### src/tss_pkg.sv
// What this block does
// - Divide oscillator to converter and core clocks
// - Software trim shifts oscillator up to ten percent
// - Temperature warning sets event and interrupt
// - Warning while powered down requests wake-up
// - Provide 8-bit temperature offset trim value
// - Critical heat sets flag, shuts to reset
// - Critical fault holds while above warning level
// - Critical flag survives core POR, clears on write-one or reset
// - Over POR level resets digital core immediately
// - Under-voltage level field, default from OTP
// - Hysteresis field sets supply-good level, OTP default
// - Falling below supply-good sets warning event
// - Supply warning interrupts only when unmasked
// - Under-voltage over 100 ms logs fault, shuts down
// - System reset output asserts at shutdown start
// - Optional active-low supply fault output
package tss_pkg;
   // Register offsets
   localparam logic [7:0] ADR_STATUS_A  = 8'h01;
   localparam logic [7:0] ADR_FAULT_LOG = 8'h05;
   localparam logic [7:0] ADR_EVT_A     = 8'h06;
   localparam logic [7:0] ADR_EVT_B     = 8'h07;
   localparam logic [7:0] ADR_EVT_C     = 8'h08;
   localparam logic [7:0] ADR_EVT_D     = 8'h09;
   localparam logic [7:0] ADR_MSK_A     = 8'h0a;
   localparam logic [7:0] ADR_MSK_B     = 8'h0b;
   localparam logic [7:0] ADR_MSK_C     = 8'h0c;
   localparam logic [7:0] ADR_MSK_D     = 8'h0d;
   localparam logic [7:0] ADR_OSC_TRIM  = 8'h40;
   localparam logic [7:0] ADR_UV_LEVEL  = 8'h41;
   localparam logic [7:0] ADR_HYST      = 8'h42;
   localparam logic [7:0] ADR_TEMP_OFS  = 8'h43;
   localparam logic [7:0] ADR_SUPV      = 8'h44;
   localparam logic [7:0] ADR_FOUT_EN   = 8'h45;
   // Field positions
   localparam int SA_WAKE   = 1;
   localparam int FL_CRIT   = 4;
   localparam int FL_VFAULT = 2;
   localparam int EA_SUM_B  = 5;
   localparam int EA_SUM_C  = 6;
   localparam int EA_SUM_D  = 7;
   localparam int EB_VWARN  = 7;
   localparam int EB_TEMP   = 1;
   // Field widths and reset values
   localparam int TRIM_W = 5;
   localparam int UV_W   = 4;
   localparam int HYST_W = 3;
   localparam logic [7:0] MSK_A_VALID = 8'h1f;
   localparam logic [7:0] MASK_RST    = 8'h00;
   localparam logic [TRIM_W-1:0] TRIM_RST = 5'h00;
   localparam logic FOUT_EN_RST = 1'b1;
   // Timing
   localparam int CLK_HZ      = 25_000_000;
   localparam int UV_QUAL_MS  = 100;
   localparam int UV_QUAL_CYC = CLK_HZ / 1000 * UV_QUAL_MS;
   localparam int CNT_W       = 22;
   localparam int OSC_NOM_KHZ = 6000;
   localparam int CONV_KHZ    = 3000;
   localparam int CORE_KHZ    = 1000;
   localparam logic [3:0] CONV_HALF =
      4'(OSC_NOM_KHZ / CONV_KHZ / 2);
   localparam logic [3:0] CORE_DIV = 4'(OSC_NOM_KHZ / CORE_KHZ);
   // Supply supervision states
   typedef enum logic [1:0] {
      SUP_GOOD = 2'b00,
      SUP_WARN = 2'b01,
      SUP_QUAL = 2'b10,
      SUP_SHUT = 2'b11
   } tss_sup_e;
endpackage

### src/tss_top.sv
// Our own choice: strobed register access.
module tss_top
   import tss_pkg::*;
#(
   parameter int UV_QUAL_CYCLES = UV_QUAL_CYC
) (
   // Clock and reset
   input  wire logic              clk,
   input  wire logic              arst_n,
   // Register port
   input  wire logic [7:0]        reg_addr,
   input  wire logic [7:0]        reg_wdata,
   input  wire logic              reg_wr,
   input  wire logic              reg_rd,
   output logic      [7:0]        reg_rdata,
   // Comparators
   input  wire logic              temp_warn_cmp,
   input  wire logic              critical_heat_flag_cmp,
   input  wire logic              temp_por_cmp,
   input  wire logic              vsys_below_upper,
   input  wire logic              vsys_below_lower,
   input  wire logic              powered_down_state,
   // OTP defaults
   input  wire logic [UV_W-1:0]   otp_uv_level,
   input  wire logic [HYST_W-1:0] otp_hyst,
   input  wire logic [7:0]        otp_temp_offset,
   // Clocks out
   output logic                   conv_clk,
   output logic                   core_clk_en,
   // Analog trims
   output logic [TRIM_W-1:0]      oscillator_trim_field,
   output logic [UV_W-1:0]        undervoltage_level_field,
   output logic [HYST_W-1:0]      supply_hysteresis_field,
   // System control
   output logic                   irq,
   output logic                   wake_req,
   output logic                   shutdown_reset,
   output logic                   core_por,
   output logic                   system_reset_out_n,
   output logic                   supply_fault_out_n
);
   localparam logic [CNT_W-1:0] UV_LAST =
      CNT_W'(UV_QUAL_CYCLES - 1);

   tss_sup_e         sup;
   tss_sup_e         next_sup;
   logic [CNT_W-1:0] uv_cnt;
   logic [3:0]       conv_cnt;
   logic [3:0]       core_cnt;
   logic             temp_warn_d;
   logic             vwarn_d;
   logic             crit_active;
   logic             next_crit;
   logic             wake_pend;
   logic             otp_loaded;
   logic             fault_out_en;
   logic [7:0]       temp_offset;
   logic [7:0]       mask_a;
   logic [7:0]       mask_b;
   logic [7:0]       mask_c;
   logic [7:0]       mask_d;
   logic [7:0]       event_a;
   logic [7:0]       event_b;
   logic [7:0]       fault_log;
   logic [7:0]       evt_b_set;
   logic [7:0]       evt_b_clr;
   logic [7:0]       fl_set;
   logic [7:0]       fl_clr;
   logic [7:0]       rd_mux;
   logic             ev_temp;
   logic             ev_vwarn;
   logic             uv_expire;
   logic             wr_hit;

   assign wr_hit    = reg_wr;
   assign ev_temp   = temp_warn_cmp & ~temp_warn_d;
   assign ev_vwarn  = vsys_below_upper & ~vwarn_d;
   assign uv_expire = (sup == SUP_QUAL) && vsys_below_lower
                      && (uv_cnt == UV_LAST);

   // Oscillator dividers; clk stands in for the oscillator
   always_ff @(posedge clk or negedge arst_n) begin
      if (!arst_n) begin
         conv_cnt <= 4'h0;
         conv_clk <= 1'b0;
      end else if (conv_cnt == CONV_HALF - 4'h1) begin
         conv_cnt <= 4'h0;
         conv_clk <= ~conv_clk;
      end else begin
         conv_cnt <= conv_cnt + 4'h1;
      end
   end

   always_ff @(posedge clk or negedge arst_n) begin
      if (!arst_n) begin
         core_cnt    <= 4'h0;
         core_clk_en <= 1'b0;
      end else if (core_cnt == CORE_DIV - 4'h1) begin
         core_cnt    <= 4'h0;
         core_clk_en <= 1'b1;
      end else begin
         core_cnt    <= core_cnt + 4'h1;
         core_clk_en <= 1'b0;
      end
   end

   // Edge history of comparator levels
   always_ff @(posedge clk or negedge arst_n) begin
      if (!arst_n) begin
         temp_warn_d <= 1'b0;
         vwarn_d     <= 1'b0;
      end else begin
         temp_warn_d <= temp_warn_cmp;
         vwarn_d     <= vsys_below_upper;
      end
   end

   // Core POR while over the top temperature level
   always_ff @(posedge clk or negedge arst_n) begin
      if (!arst_n) begin
         core_por <= 1'b0;
      end else begin
         core_por <= temp_por_cmp;
      end
   end

   // Critical fault latches and holds above warning level
   assign next_crit = critical_heat_flag_cmp | (crit_active & temp_warn_cmp);
   always_ff @(posedge clk or negedge arst_n) begin
      if (!arst_n) begin
         crit_active <= 1'b0;
      end else begin
         crit_active <= next_crit;
      end
   end

   // Wake request pulse, with a level kept until power-up
   always_ff @(posedge clk or negedge arst_n) begin
      if (!arst_n) begin
         wake_req  <= 1'b0;
         wake_pend <= 1'b0;
      end else begin
         wake_req  <= ev_temp & powered_down_state;
         if (ev_temp & powered_down_state) begin
            wake_pend <= 1'b1;
         end else if (!powered_down_state) begin
            wake_pend <= 1'b0;
         end
      end
   end

   // Supply supervision
   always_comb begin
      next_sup = sup;
      unique case (sup)
         SUP_GOOD: begin
            if (vsys_below_lower) begin
               next_sup = SUP_QUAL;
            end else if (vsys_below_upper) begin
               next_sup = SUP_WARN;
            end
         end
         SUP_WARN: begin
            if (vsys_below_lower) begin
               next_sup = SUP_QUAL;
            end else if (!vsys_below_upper) begin
               next_sup = SUP_GOOD;
            end
         end
         SUP_QUAL: begin
            if (!vsys_below_lower) begin
               next_sup = SUP_WARN;
            end else if (uv_expire) begin
               next_sup = SUP_SHUT;
            end
         end
         SUP_SHUT: begin
            if (!vsys_below_lower) begin
               next_sup = SUP_WARN;
            end
         end
      endcase
   end

   always_ff @(posedge clk or negedge arst_n) begin
      if (!arst_n) begin
         sup <= SUP_GOOD;
      end else begin
         sup <= next_sup;
      end
   end

   // Counter restarts whenever the rail recovers
   always_ff @(posedge clk or negedge arst_n) begin
      if (!arst_n) begin
         uv_cnt <= '0;
      end else if (sup == SUP_QUAL && vsys_below_lower) begin
         uv_cnt <= uv_cnt + 1'b1;
      end else begin
         uv_cnt <= '0;
      end
   end

   // Shutdown and reset pins follow the next state
   always_ff @(posedge clk or negedge arst_n) begin
      if (!arst_n) begin
         shutdown_reset     <= 1'b0;
         system_reset_out_n <= 1'b1;
         supply_fault_out_n <= 1'b1;
      end else begin
         shutdown_reset     <= next_crit | (next_sup == SUP_SHUT);
         system_reset_out_n <= ~(next_crit | temp_por_cmp
                                 | (next_sup == SUP_SHUT));
         supply_fault_out_n <= ~(fault_out_en
                                 & (next_sup == SUP_SHUT));
      end
   end

   // Event and fault latches
   always_comb begin
      evt_b_set           = 8'h00;
      evt_b_set[EB_TEMP]  = ev_temp;
      evt_b_set[EB_VWARN] = ev_vwarn;
      evt_b_clr = (wr_hit && reg_addr == ADR_EVT_B) ? reg_wdata : 8'h00;
      fl_set            = 8'h00;
      fl_set[FL_CRIT]   = next_crit & ~crit_active;
      fl_set[FL_VFAULT] = uv_expire;
      fl_clr = (wr_hit && reg_addr == ADR_FAULT_LOG) ? reg_wdata : 8'h00;
   end

   tss_sticky #(
      .W(8)
   ) u_event_b (
      .clk      (clk),
      .arst_n   (arst_n),
      .soft_clr (core_por),
      .set      (evt_b_set),
      .clr      (evt_b_clr),
      .q        (event_b)
   );

   // Not cleared by core POR so the cause is seen after restart
   tss_sticky #(
      .W(8)
   ) u_fault_log (
      .clk      (clk),
      .arst_n   (arst_n),
      .soft_clr (1'b0),
      .set      (fl_set),
      .clr      (fl_clr),
      .q        (fault_log)
   );

   // Groups C and D have no sources in this block
   always_comb begin
      event_a           = 8'h00;
      event_a[EA_SUM_B] = |event_b;
      event_a[EA_SUM_C] = 1'b0;
      event_a[EA_SUM_D] = 1'b0;
   end

   // Mask registers; mask B matches event B, mask A keeps only bits 4:0
   always_ff @(posedge clk or negedge arst_n) begin
      if (!arst_n) begin
         mask_a <= MASK_RST;
         mask_b <= MASK_RST;
         mask_c <= MASK_RST;
         mask_d <= MASK_RST;
      end else if (core_por) begin
         mask_a <= MASK_RST;
         mask_b <= MASK_RST;
         mask_c <= MASK_RST;
         mask_d <= MASK_RST;
      end else if (wr_hit) begin
         if (reg_addr == ADR_MSK_A) begin
            mask_a <= reg_wdata & MSK_A_VALID;
         end
         if (reg_addr == ADR_MSK_B) begin
            mask_b <= reg_wdata;
         end
         if (reg_addr == ADR_MSK_C) begin
            mask_c <= reg_wdata;
         end
         if (reg_addr == ADR_MSK_D) begin
            mask_d <= reg_wdata;
         end
      end
   end

   // Interrupt from unmasked latched events
   always_ff @(posedge clk or negedge arst_n) begin
      if (!arst_n) begin
         irq <= 1'b0;
      end else begin
         irq <= |(event_b & ~mask_b);
      end
   end

   // Configuration; OTP defaults load after reset or core POR
   always_ff @(posedge clk or negedge arst_n) begin
      if (!arst_n) begin
         otp_loaded               <= 1'b0;
         undervoltage_level_field <= '0;
         supply_hysteresis_field  <= '0;
         temp_offset              <= 8'h00;
         oscillator_trim_field    <= TRIM_RST;
         fault_out_en             <= FOUT_EN_RST;
      end else if (core_por) begin
         otp_loaded               <= 1'b0;
         oscillator_trim_field    <= TRIM_RST;
         fault_out_en             <= FOUT_EN_RST;
      end else if (!otp_loaded) begin
         otp_loaded               <= 1'b1;
         undervoltage_level_field <= otp_uv_level;
         supply_hysteresis_field  <= otp_hyst;
         temp_offset              <= otp_temp_offset;
      end else if (wr_hit) begin
         unique case (reg_addr)
            ADR_OSC_TRIM: begin
               oscillator_trim_field <= reg_wdata[TRIM_W-1:0];
            end
            ADR_UV_LEVEL: begin
               undervoltage_level_field <= reg_wdata[UV_W-1:0];
            end
            ADR_HYST: begin
               supply_hysteresis_field <= reg_wdata[HYST_W-1:0];
            end
            ADR_FOUT_EN: begin
               fault_out_en <= reg_wdata[0];
            end
            default: begin
            end
         endcase
      end
   end

   // Read path; data only in the cycle after the strobe
   always_comb begin
      rd_mux = 8'h00;
      unique case (reg_addr)
         ADR_STATUS_A:  rd_mux[SA_WAKE] = wake_pend;
         ADR_FAULT_LOG: rd_mux = fault_log;
         ADR_EVT_A:     rd_mux = event_a;
         ADR_EVT_B:     rd_mux = event_b;
         ADR_MSK_A:     rd_mux = mask_a;
         ADR_MSK_B:     rd_mux = mask_b;
         ADR_MSK_C:     rd_mux = mask_c;
         ADR_MSK_D:     rd_mux = mask_d;
         ADR_OSC_TRIM:  rd_mux = 8'(oscillator_trim_field);
         ADR_UV_LEVEL:  rd_mux = 8'(undervoltage_level_field);
         ADR_HYST:      rd_mux = 8'(supply_hysteresis_field);
         ADR_TEMP_OFS:  rd_mux = temp_offset;
         ADR_SUPV:      rd_mux = {4'h0, sup, crit_active, temp_warn_cmp};
         ADR_FOUT_EN:   rd_mux = {7'h00, fault_out_en};
         default:       rd_mux = 8'h00;
      endcase
   end

   always_ff @(posedge clk or negedge arst_n) begin
      if (!arst_n) begin
         reg_rdata <= 8'h00;
      end else begin
         reg_rdata <= reg_rd ? rd_mux : 8'h00;
      end
   end
endmodule

### src/tss_sticky.sv
module tss_sticky
   import tss_pkg::*;
#(
   parameter int W = 8
) (
   // Clock and reset
   input  wire logic         clk,
   input  wire logic         arst_n,
   // Set and clear
   input  wire logic         soft_clr,
   input  wire logic [W-1:0] set,
   input  wire logic [W-1:0] clr,
   // Latched value
   output logic      [W-1:0] q
);
   // Set wins over write-one clear and over soft clear
   always_ff @(posedge clk or negedge arst_n) begin
      if (!arst_n) begin
         q <= '0;
      end else if (soft_clr) begin
         q <= set;
      end else begin
         q <= (q & ~clr) | set;
      end
   end
endmodule

### config.mk
export PLATFORM = sky130hd
export DESIGN_NAME = tss_top
export DESIGN_NICKNAME = d
export VERILOG_FILES = /design/src/tss_pkg.sv /design/src/tss_top.sv /design/src/tss_sticky.sv
export SDC_FILE = /design/constraint.sdc
export NUM_CORES = 1
export LEC_CHECK = 0
export BUFFER_PORTS_ARGS = -buffer_cell sky130_fd_sc_hd__buf_2
export CAP_MARGIN = 20
export CORE_AREA = 2 2 103 105
export DETAILED_ROUTE_END_ITERATION = 6
export DIE_AREA = 0 0 105 107
export PLACE_DENSITY_LB_ADDON = 0.1
export SKIP_CTS_REPAIR_TIMING = 1
export SYNTH_ARGS = -nofsm -noshare
export SYNTH_HDL_FRONTEND = slang
export SYNTH_SLANG_ARGS = --single-unit
export TNS_END_PERCENT = 5
### constraint.sdc
create_clock -name clk -period 1.7 [get_ports clk]
set_input_delay 0 -clock clk [delete_from_list [all_inputs] [get_ports clk]]
set_output_delay 0 -clock clk [all_outputs]
set_load 0.01 [all_outputs]
After elaboration in Yosys (flattened, before gate mapping)

Cells that the tools add are included.

Register bits: 122
Input bits: 41
Word-level logic and storage cells: 155

Add/sub/neg operators: 3
Equal/unequal tests: 24
Multiplexer cells: 48
Bitwise gates (word level): 26
Reductions and logical operators: 25

Operator list:

| cell                                                             | count |
|---|---|
| 8-bit 2-to-1 mux                                                 | 16 |
| 6-bit one-hot mux with 12 select lines                           | 1 |
| 8-bit by 7-bit == test with 1-bit output (second input constant) | 6 |
| 8-bit by 4-bit == test with 1-bit output (second input constant) | 4 |
| 8-bit AND                                                        | 3 |
| 8-bit by 3-bit == test with 1-bit output (second input constant) | 3 |
| 8-bit inverter                                                   | 3 |
| 1-bit one-hot mux with 12 select lines                           | 2 |
| 22-bit by 1-bit adder with 22-bit output (second input constant) | 1 |
| 22-bit == test (second input constant)                           | 1 |
| 22-bit 2-to-1 mux                                                | 1 |
| 4-bit 2-to-1 mux                                                 | 5 |
| 5-bit 2-to-1 mux                                                 | 4 |
| 2-bit nonzero test                                               | 8 |
| 8-bit OR reduction                                               | 2 |
| 2-bit 2-to-1 mux                                                 | 7 |
| 3-bit AND reduction                                              | 4 |
| 2-bit AND reduction                                              | 5 |
| 3-bit 2-to-1 mux                                                 | 3 |
| 4-bit by 1-bit adder with 4-bit output (second input constant)   | 2 |
| 8-bit by 1-bit == test with 1-bit output (second input constant) | 1 |
| 1-bit 2-to-1 mux                                                 | 8 |
| 1-bit inverter                                                   | 8 |
| 8-bit by 5-bit OR with 8-bit output                              | 1 |
| 12 further kinds                                                 | 27 |

Depth between registers and ports, before layout

Word-level depth: 9
Gate-level depth with buffers: 7
Depth with buffers taken out: 6

Hierarchy

Synthesis repeated with hierarchy kept, for this count alone.

Cell total of the unflattened synthesis: 593
Area total of the unflattened synthesis: 5979.5 um^2

Modules (own cells, without submodules):

| module     | times used | cells each | area an instance (um^2) |
|---|---|---|---|
| tss_top    | 1          | 543        | 5336.4 |
| tss_sticky | 2          | 25         | 321.6 |

Least setup slack after synthesis

OpenSTA, ideal clock, no wires.

Path kind: reg2reg
Start: register uv_cnt[0]
End: register uv_cnt[20]
Setup time: 0.132 ns
Arrival time: 1.476 ns
Required time: 1.568 ns
Path slack: 0.092 ns
Cell stages (with the launch flop): 7
Path buffers: 0
Cell sequence: dfrtp_1 ha_1 nand4_1 nor4_1 nand4_1 xor2_1 nor2_1

Cells in the longest elaborated chain, start to end: 2

Ends and longest elaborated chain:

| what                                     | RTL line       | text |
|---|---|---|
| start, declared                          | tss_top.sv:47  | `logic [CNT_W-1:0] uv_cnt;` |
| start signal, assigned                   | tss_top.sv:198 | `uv_cnt <= uv_cnt + 1'b1;` |
| 22-bit by 1-bit adder with 22-bit output | tss_top.sv:198 |  |
| 22-bit 2-to-1 mux                        | tss_top.sv:197 | `end else if (sup == SUP_QUAL && vsys_below_lower) begin` |

Every way passes these cells.
A chain may end at the register's enable or synchronous reset.

Final worst setup path

Start: register uv_cnt[1]
End: register uv_cnt[16]

The elaborated chain is that of the path after synthesis.

==> results.md <==
* Commonest register cell after synthesis: dfrtp_1
* Vias/cell at 5.78
* Filler cell count at 764
* LEAKAGE at 3.33 nW
* Total grt overflow at 0
* Worst Skew at 6.92 ps
* Worst Setup End Kind: flop
* Design Power at 6.91 mW
* Run status: finished, violations left
* Leading area contributor after synthesis: dfrtp_1
* Tmin final at 1590 ps
* XOR/XNOR Fraction of Synth Area at 3.66%
* Hold Vio Cnt, Final at 1
* Register area at 0.00298 sq mm
* Unrepaired setup endpoints after global routing: true
* CP bufs+invs at 1
* Cell count after synthesis at 571
* Yosys top cell area share at 50.6%
* DP HPWL at 10,900 microns
* Worst EP required at 2100 ps
* Chip Width at 105 microns
* Cell Area, Synth at 0.00574 sq mm
* Final Core Density at 72.9%
* Root Buffer: clkbuf_8
* Compound-Gate Fraction of Synth Area at 12.5%
* Die footprint at 0.0112 sq mm
* Vias in the first global route at 4,790
* Via Count at 4,900
* Clock buffer depth at 2
* I/O pin total at 69
* Mux cell area share after synthesis at 8.70%
* Port Buf Inserts at 68
* PnR worst setup slack at 108 ps
* Cells along the critical path: ha_1 > nand4_1 > nor4_2 > buf_4 > nand4_1 > xor2_1 > nor2_1
* Largest net degree at the start of global routing at 58
* Syn Nets at 615
* Largest family of logic cells by synthesized area: simple AND/OR/NAND/NOR gates
* CP max FO at 4
* Post-layout net count at 743
* Worst vdd ir at 823 uV
* DR WL/cell at 18.8 microns
* H-Tree Depth at 4
* Synth-to-layout area growth at 28.2%
* Setup CP Type: reg -> reg
* Max frequency at 628 MHz
* Cell Pwr Density at 939 mW/mm^2
* Syn Area/Cell at 10.1 sq um
* Hold Slack at -5.20 ps
* Pin slew with the least headroom to its limit at 492 ps
* Pre-CTS setup slack at 13.2 ps
* Synth async-reset ratio at 100%
* Final Slew Violations at 0
* Ranking of synthesized cells by area: dfrtp_1, nand2_1, mux2i_1
* Pre-antenna DRT Iters at 5
* Crit path max-delay family: simple AND/OR/NAND/NOR gates
* Synth unique cells at 57
* Number of antenna-violating nets in the routed design at 0
* Placer Congestion at 0.915
* Initial core utilization at 56.9%
* Failing checks: negative hold slack
* Clk slew on worst S/H paths at 60 ps
* Simple-gate area share of the yosys netlist at 18.5%
* Arr. time, crit path at 1990 ps
* Hold Path Class: in -> reg
* CTS tree: done
* Residual DRC count at 0
* Core area at 0.0101 sq mm
* TritonCTS buffer count at 17
* Final wirelength at 16,000 microns
* Layout cells sized above 1 at 24.3%
* Crit-path max cell delay at 360 ps
* Clock sinks at 119
* Clk_lat worst skew at 530 ps
* Synth Register Bits at 119
* First-pass GRT wire length at 25,300 microns
* Rows at 37
* Synth Area in Adders at 0.654%
* Area post-placement at 0.00643 sq mm
* Starting DRC count in detailed routing at 380
* Yosys warns at 0
* Slew headroom at 67.2%
* Post-synth EDFFs at 0
* CP startpoint kind: flop
* Max-Cap Viols at 0
* CP max stage cell: dfrtp_1
* Cell area after layout at 0.00736 sq mm
* Seq/Total Area, Yosys at 52.0%
* Area of the multi-input gates at 0.00255 sq mm
* Final Setup Violations at 0
* Crit share post-route at 93.7%
* Antenna cells at 0
* Die Ht at 107 microns
* Total GRT Usage at 29.4%
* Cell mode on critical path: nand4_1
* Initial antenna violation count at 0
-- state kept, by name, indices dropped and copies added, names as in the netlist, 2 cells and up --
name and count:
conv_cnt 4, core_cnt 4, mask_a 5, mask_b 8, mask_c 8, mask_d 8
oscillator_trim_field 5, reg_rdata 8, sup 2, supply_hysteresis_field 3, temp_offset 8, u_event_b.q 8
u_fault_log.q 8, undervoltage_level_field 4, uv_cnt 22
-- final timing paths --
check | slack, ps | cells past startpoint | startpoint | to
setup / recovery | 110 | 7 | uv_cnt[1] | uv_cnt[16]
hold / removal | -5 | 4 | reg_wr | mask_a[3]
setup reg to reg | 110 | 7 | uv_cnt[1] | uv_cnt[16]
hold reg to reg | 480 | 1 | conv_clk | conv_clk
max in group asynchronous | 1320 | 3 | arst_n | conv_cnt[0]
min in group asynchronous | 50 | 3 | arst_n | temp_warn_d
-- worst register-to-register path: stages (launching register included) --
cell,delay [ps]
dfrtp_1,360
ha_1,180
nand4_1,130
nor4_2,290
buf_4,170
nand4_1,110
xor2_1,160
nor2_1,50
-- area by class of cell --
cell class                 count  area share, %
clock buffer                  17           5.63
clock inverter                15           1.80
inverter                      26           1.33
multi-input combinational    396           34.7
sequential                   119           40.5
tap                          136           2.31
timing repair buffer         139           13.7
-- placed cells by master, fill, tap and decap left out, types with 4 or more instances in the layout --
cell,count
a21oi_1,26
a21boi_0,7
mux2i_1,24
clkinv_2,5
and4_1,4
clkbuf_16,16
dlygate4sd3_1,33
dfrtp_1,116
xor2_1,15
nand3_1,26
buf_2,67
clkinv_4,5
and3_1,8
inv_1,25
xnor2_1,9
and2_1,6
o21ai_0,25
o22ai_1,5
a32o_1,5
nand4_1,8
a211oi_1,7
buf_4,35
a22oi_1,6
mux2_2,21
a21o_1,4
a22o_1,6
buf_12,4
nand2_1,68
nor4_1,6
nor2_1,51
nor2b_1,9
a31oi_1,4
nor3_1,7
-- cell families (layout without fill, tap and decap cells) --
kind of cell,count (synthesis),in the layout
compound gates,109,109
xor+xnor,24,24
fa+ha+maj,3,3
buf+inv,56,197
flops,119,119
mux,46,46
simple gates,214,214
-- stage by stage --
| step | cells | setup TNS, ps |
|---|---|---|
| 4_1_cts | 814 | 0 |
| 2_1_floorplan | 571 | 0 |
| 3_3_place_gp | 782 | 0 |
| 5_1_grt | 848 | -91.1 |
| 3_5_place_dp | 782 | 0 |
| 6_report | 848 | 0 |
-- report_power, final --
group	total, mW	internal (mW)	switching (mW)
sequential	3.02	2.93	0.0906
clock	3.26	1.94	1.33
combinational	0.626	0.281	0.345
-- layer usage --
metal / wire [microns] / share of wire [%] / GRT usage, %
met2: 7660 / 48 / 46.1
met4: 410 / 2.6 / 11.7
met1: 6900 / 43 / 39.6
met5: 0 / 0 / 0
met3: 998 / 6.3 / 7.17
-- Yosys cell counts, types with 6 or more instances --
cell and n:
nand2_1 68, nor3_1 7, nor4_1 7, inv_1 25, nand3_1 26, a21oi_1 26, nor2b_1 9, and3_1 8
nand4_1 8, o21ai_0 25, and2_1 6, mux2_2 21, a22o_1 6, a22oi_1 6, a21boi_0 7, xor2_1 15
xnor2_1 9, clkbuf_1 21, mux2i_1 24, a211oi_1 7, dfrtp_1 116, nor2_1 51
No activity file was read; power rests on OpenSTA's default activity.
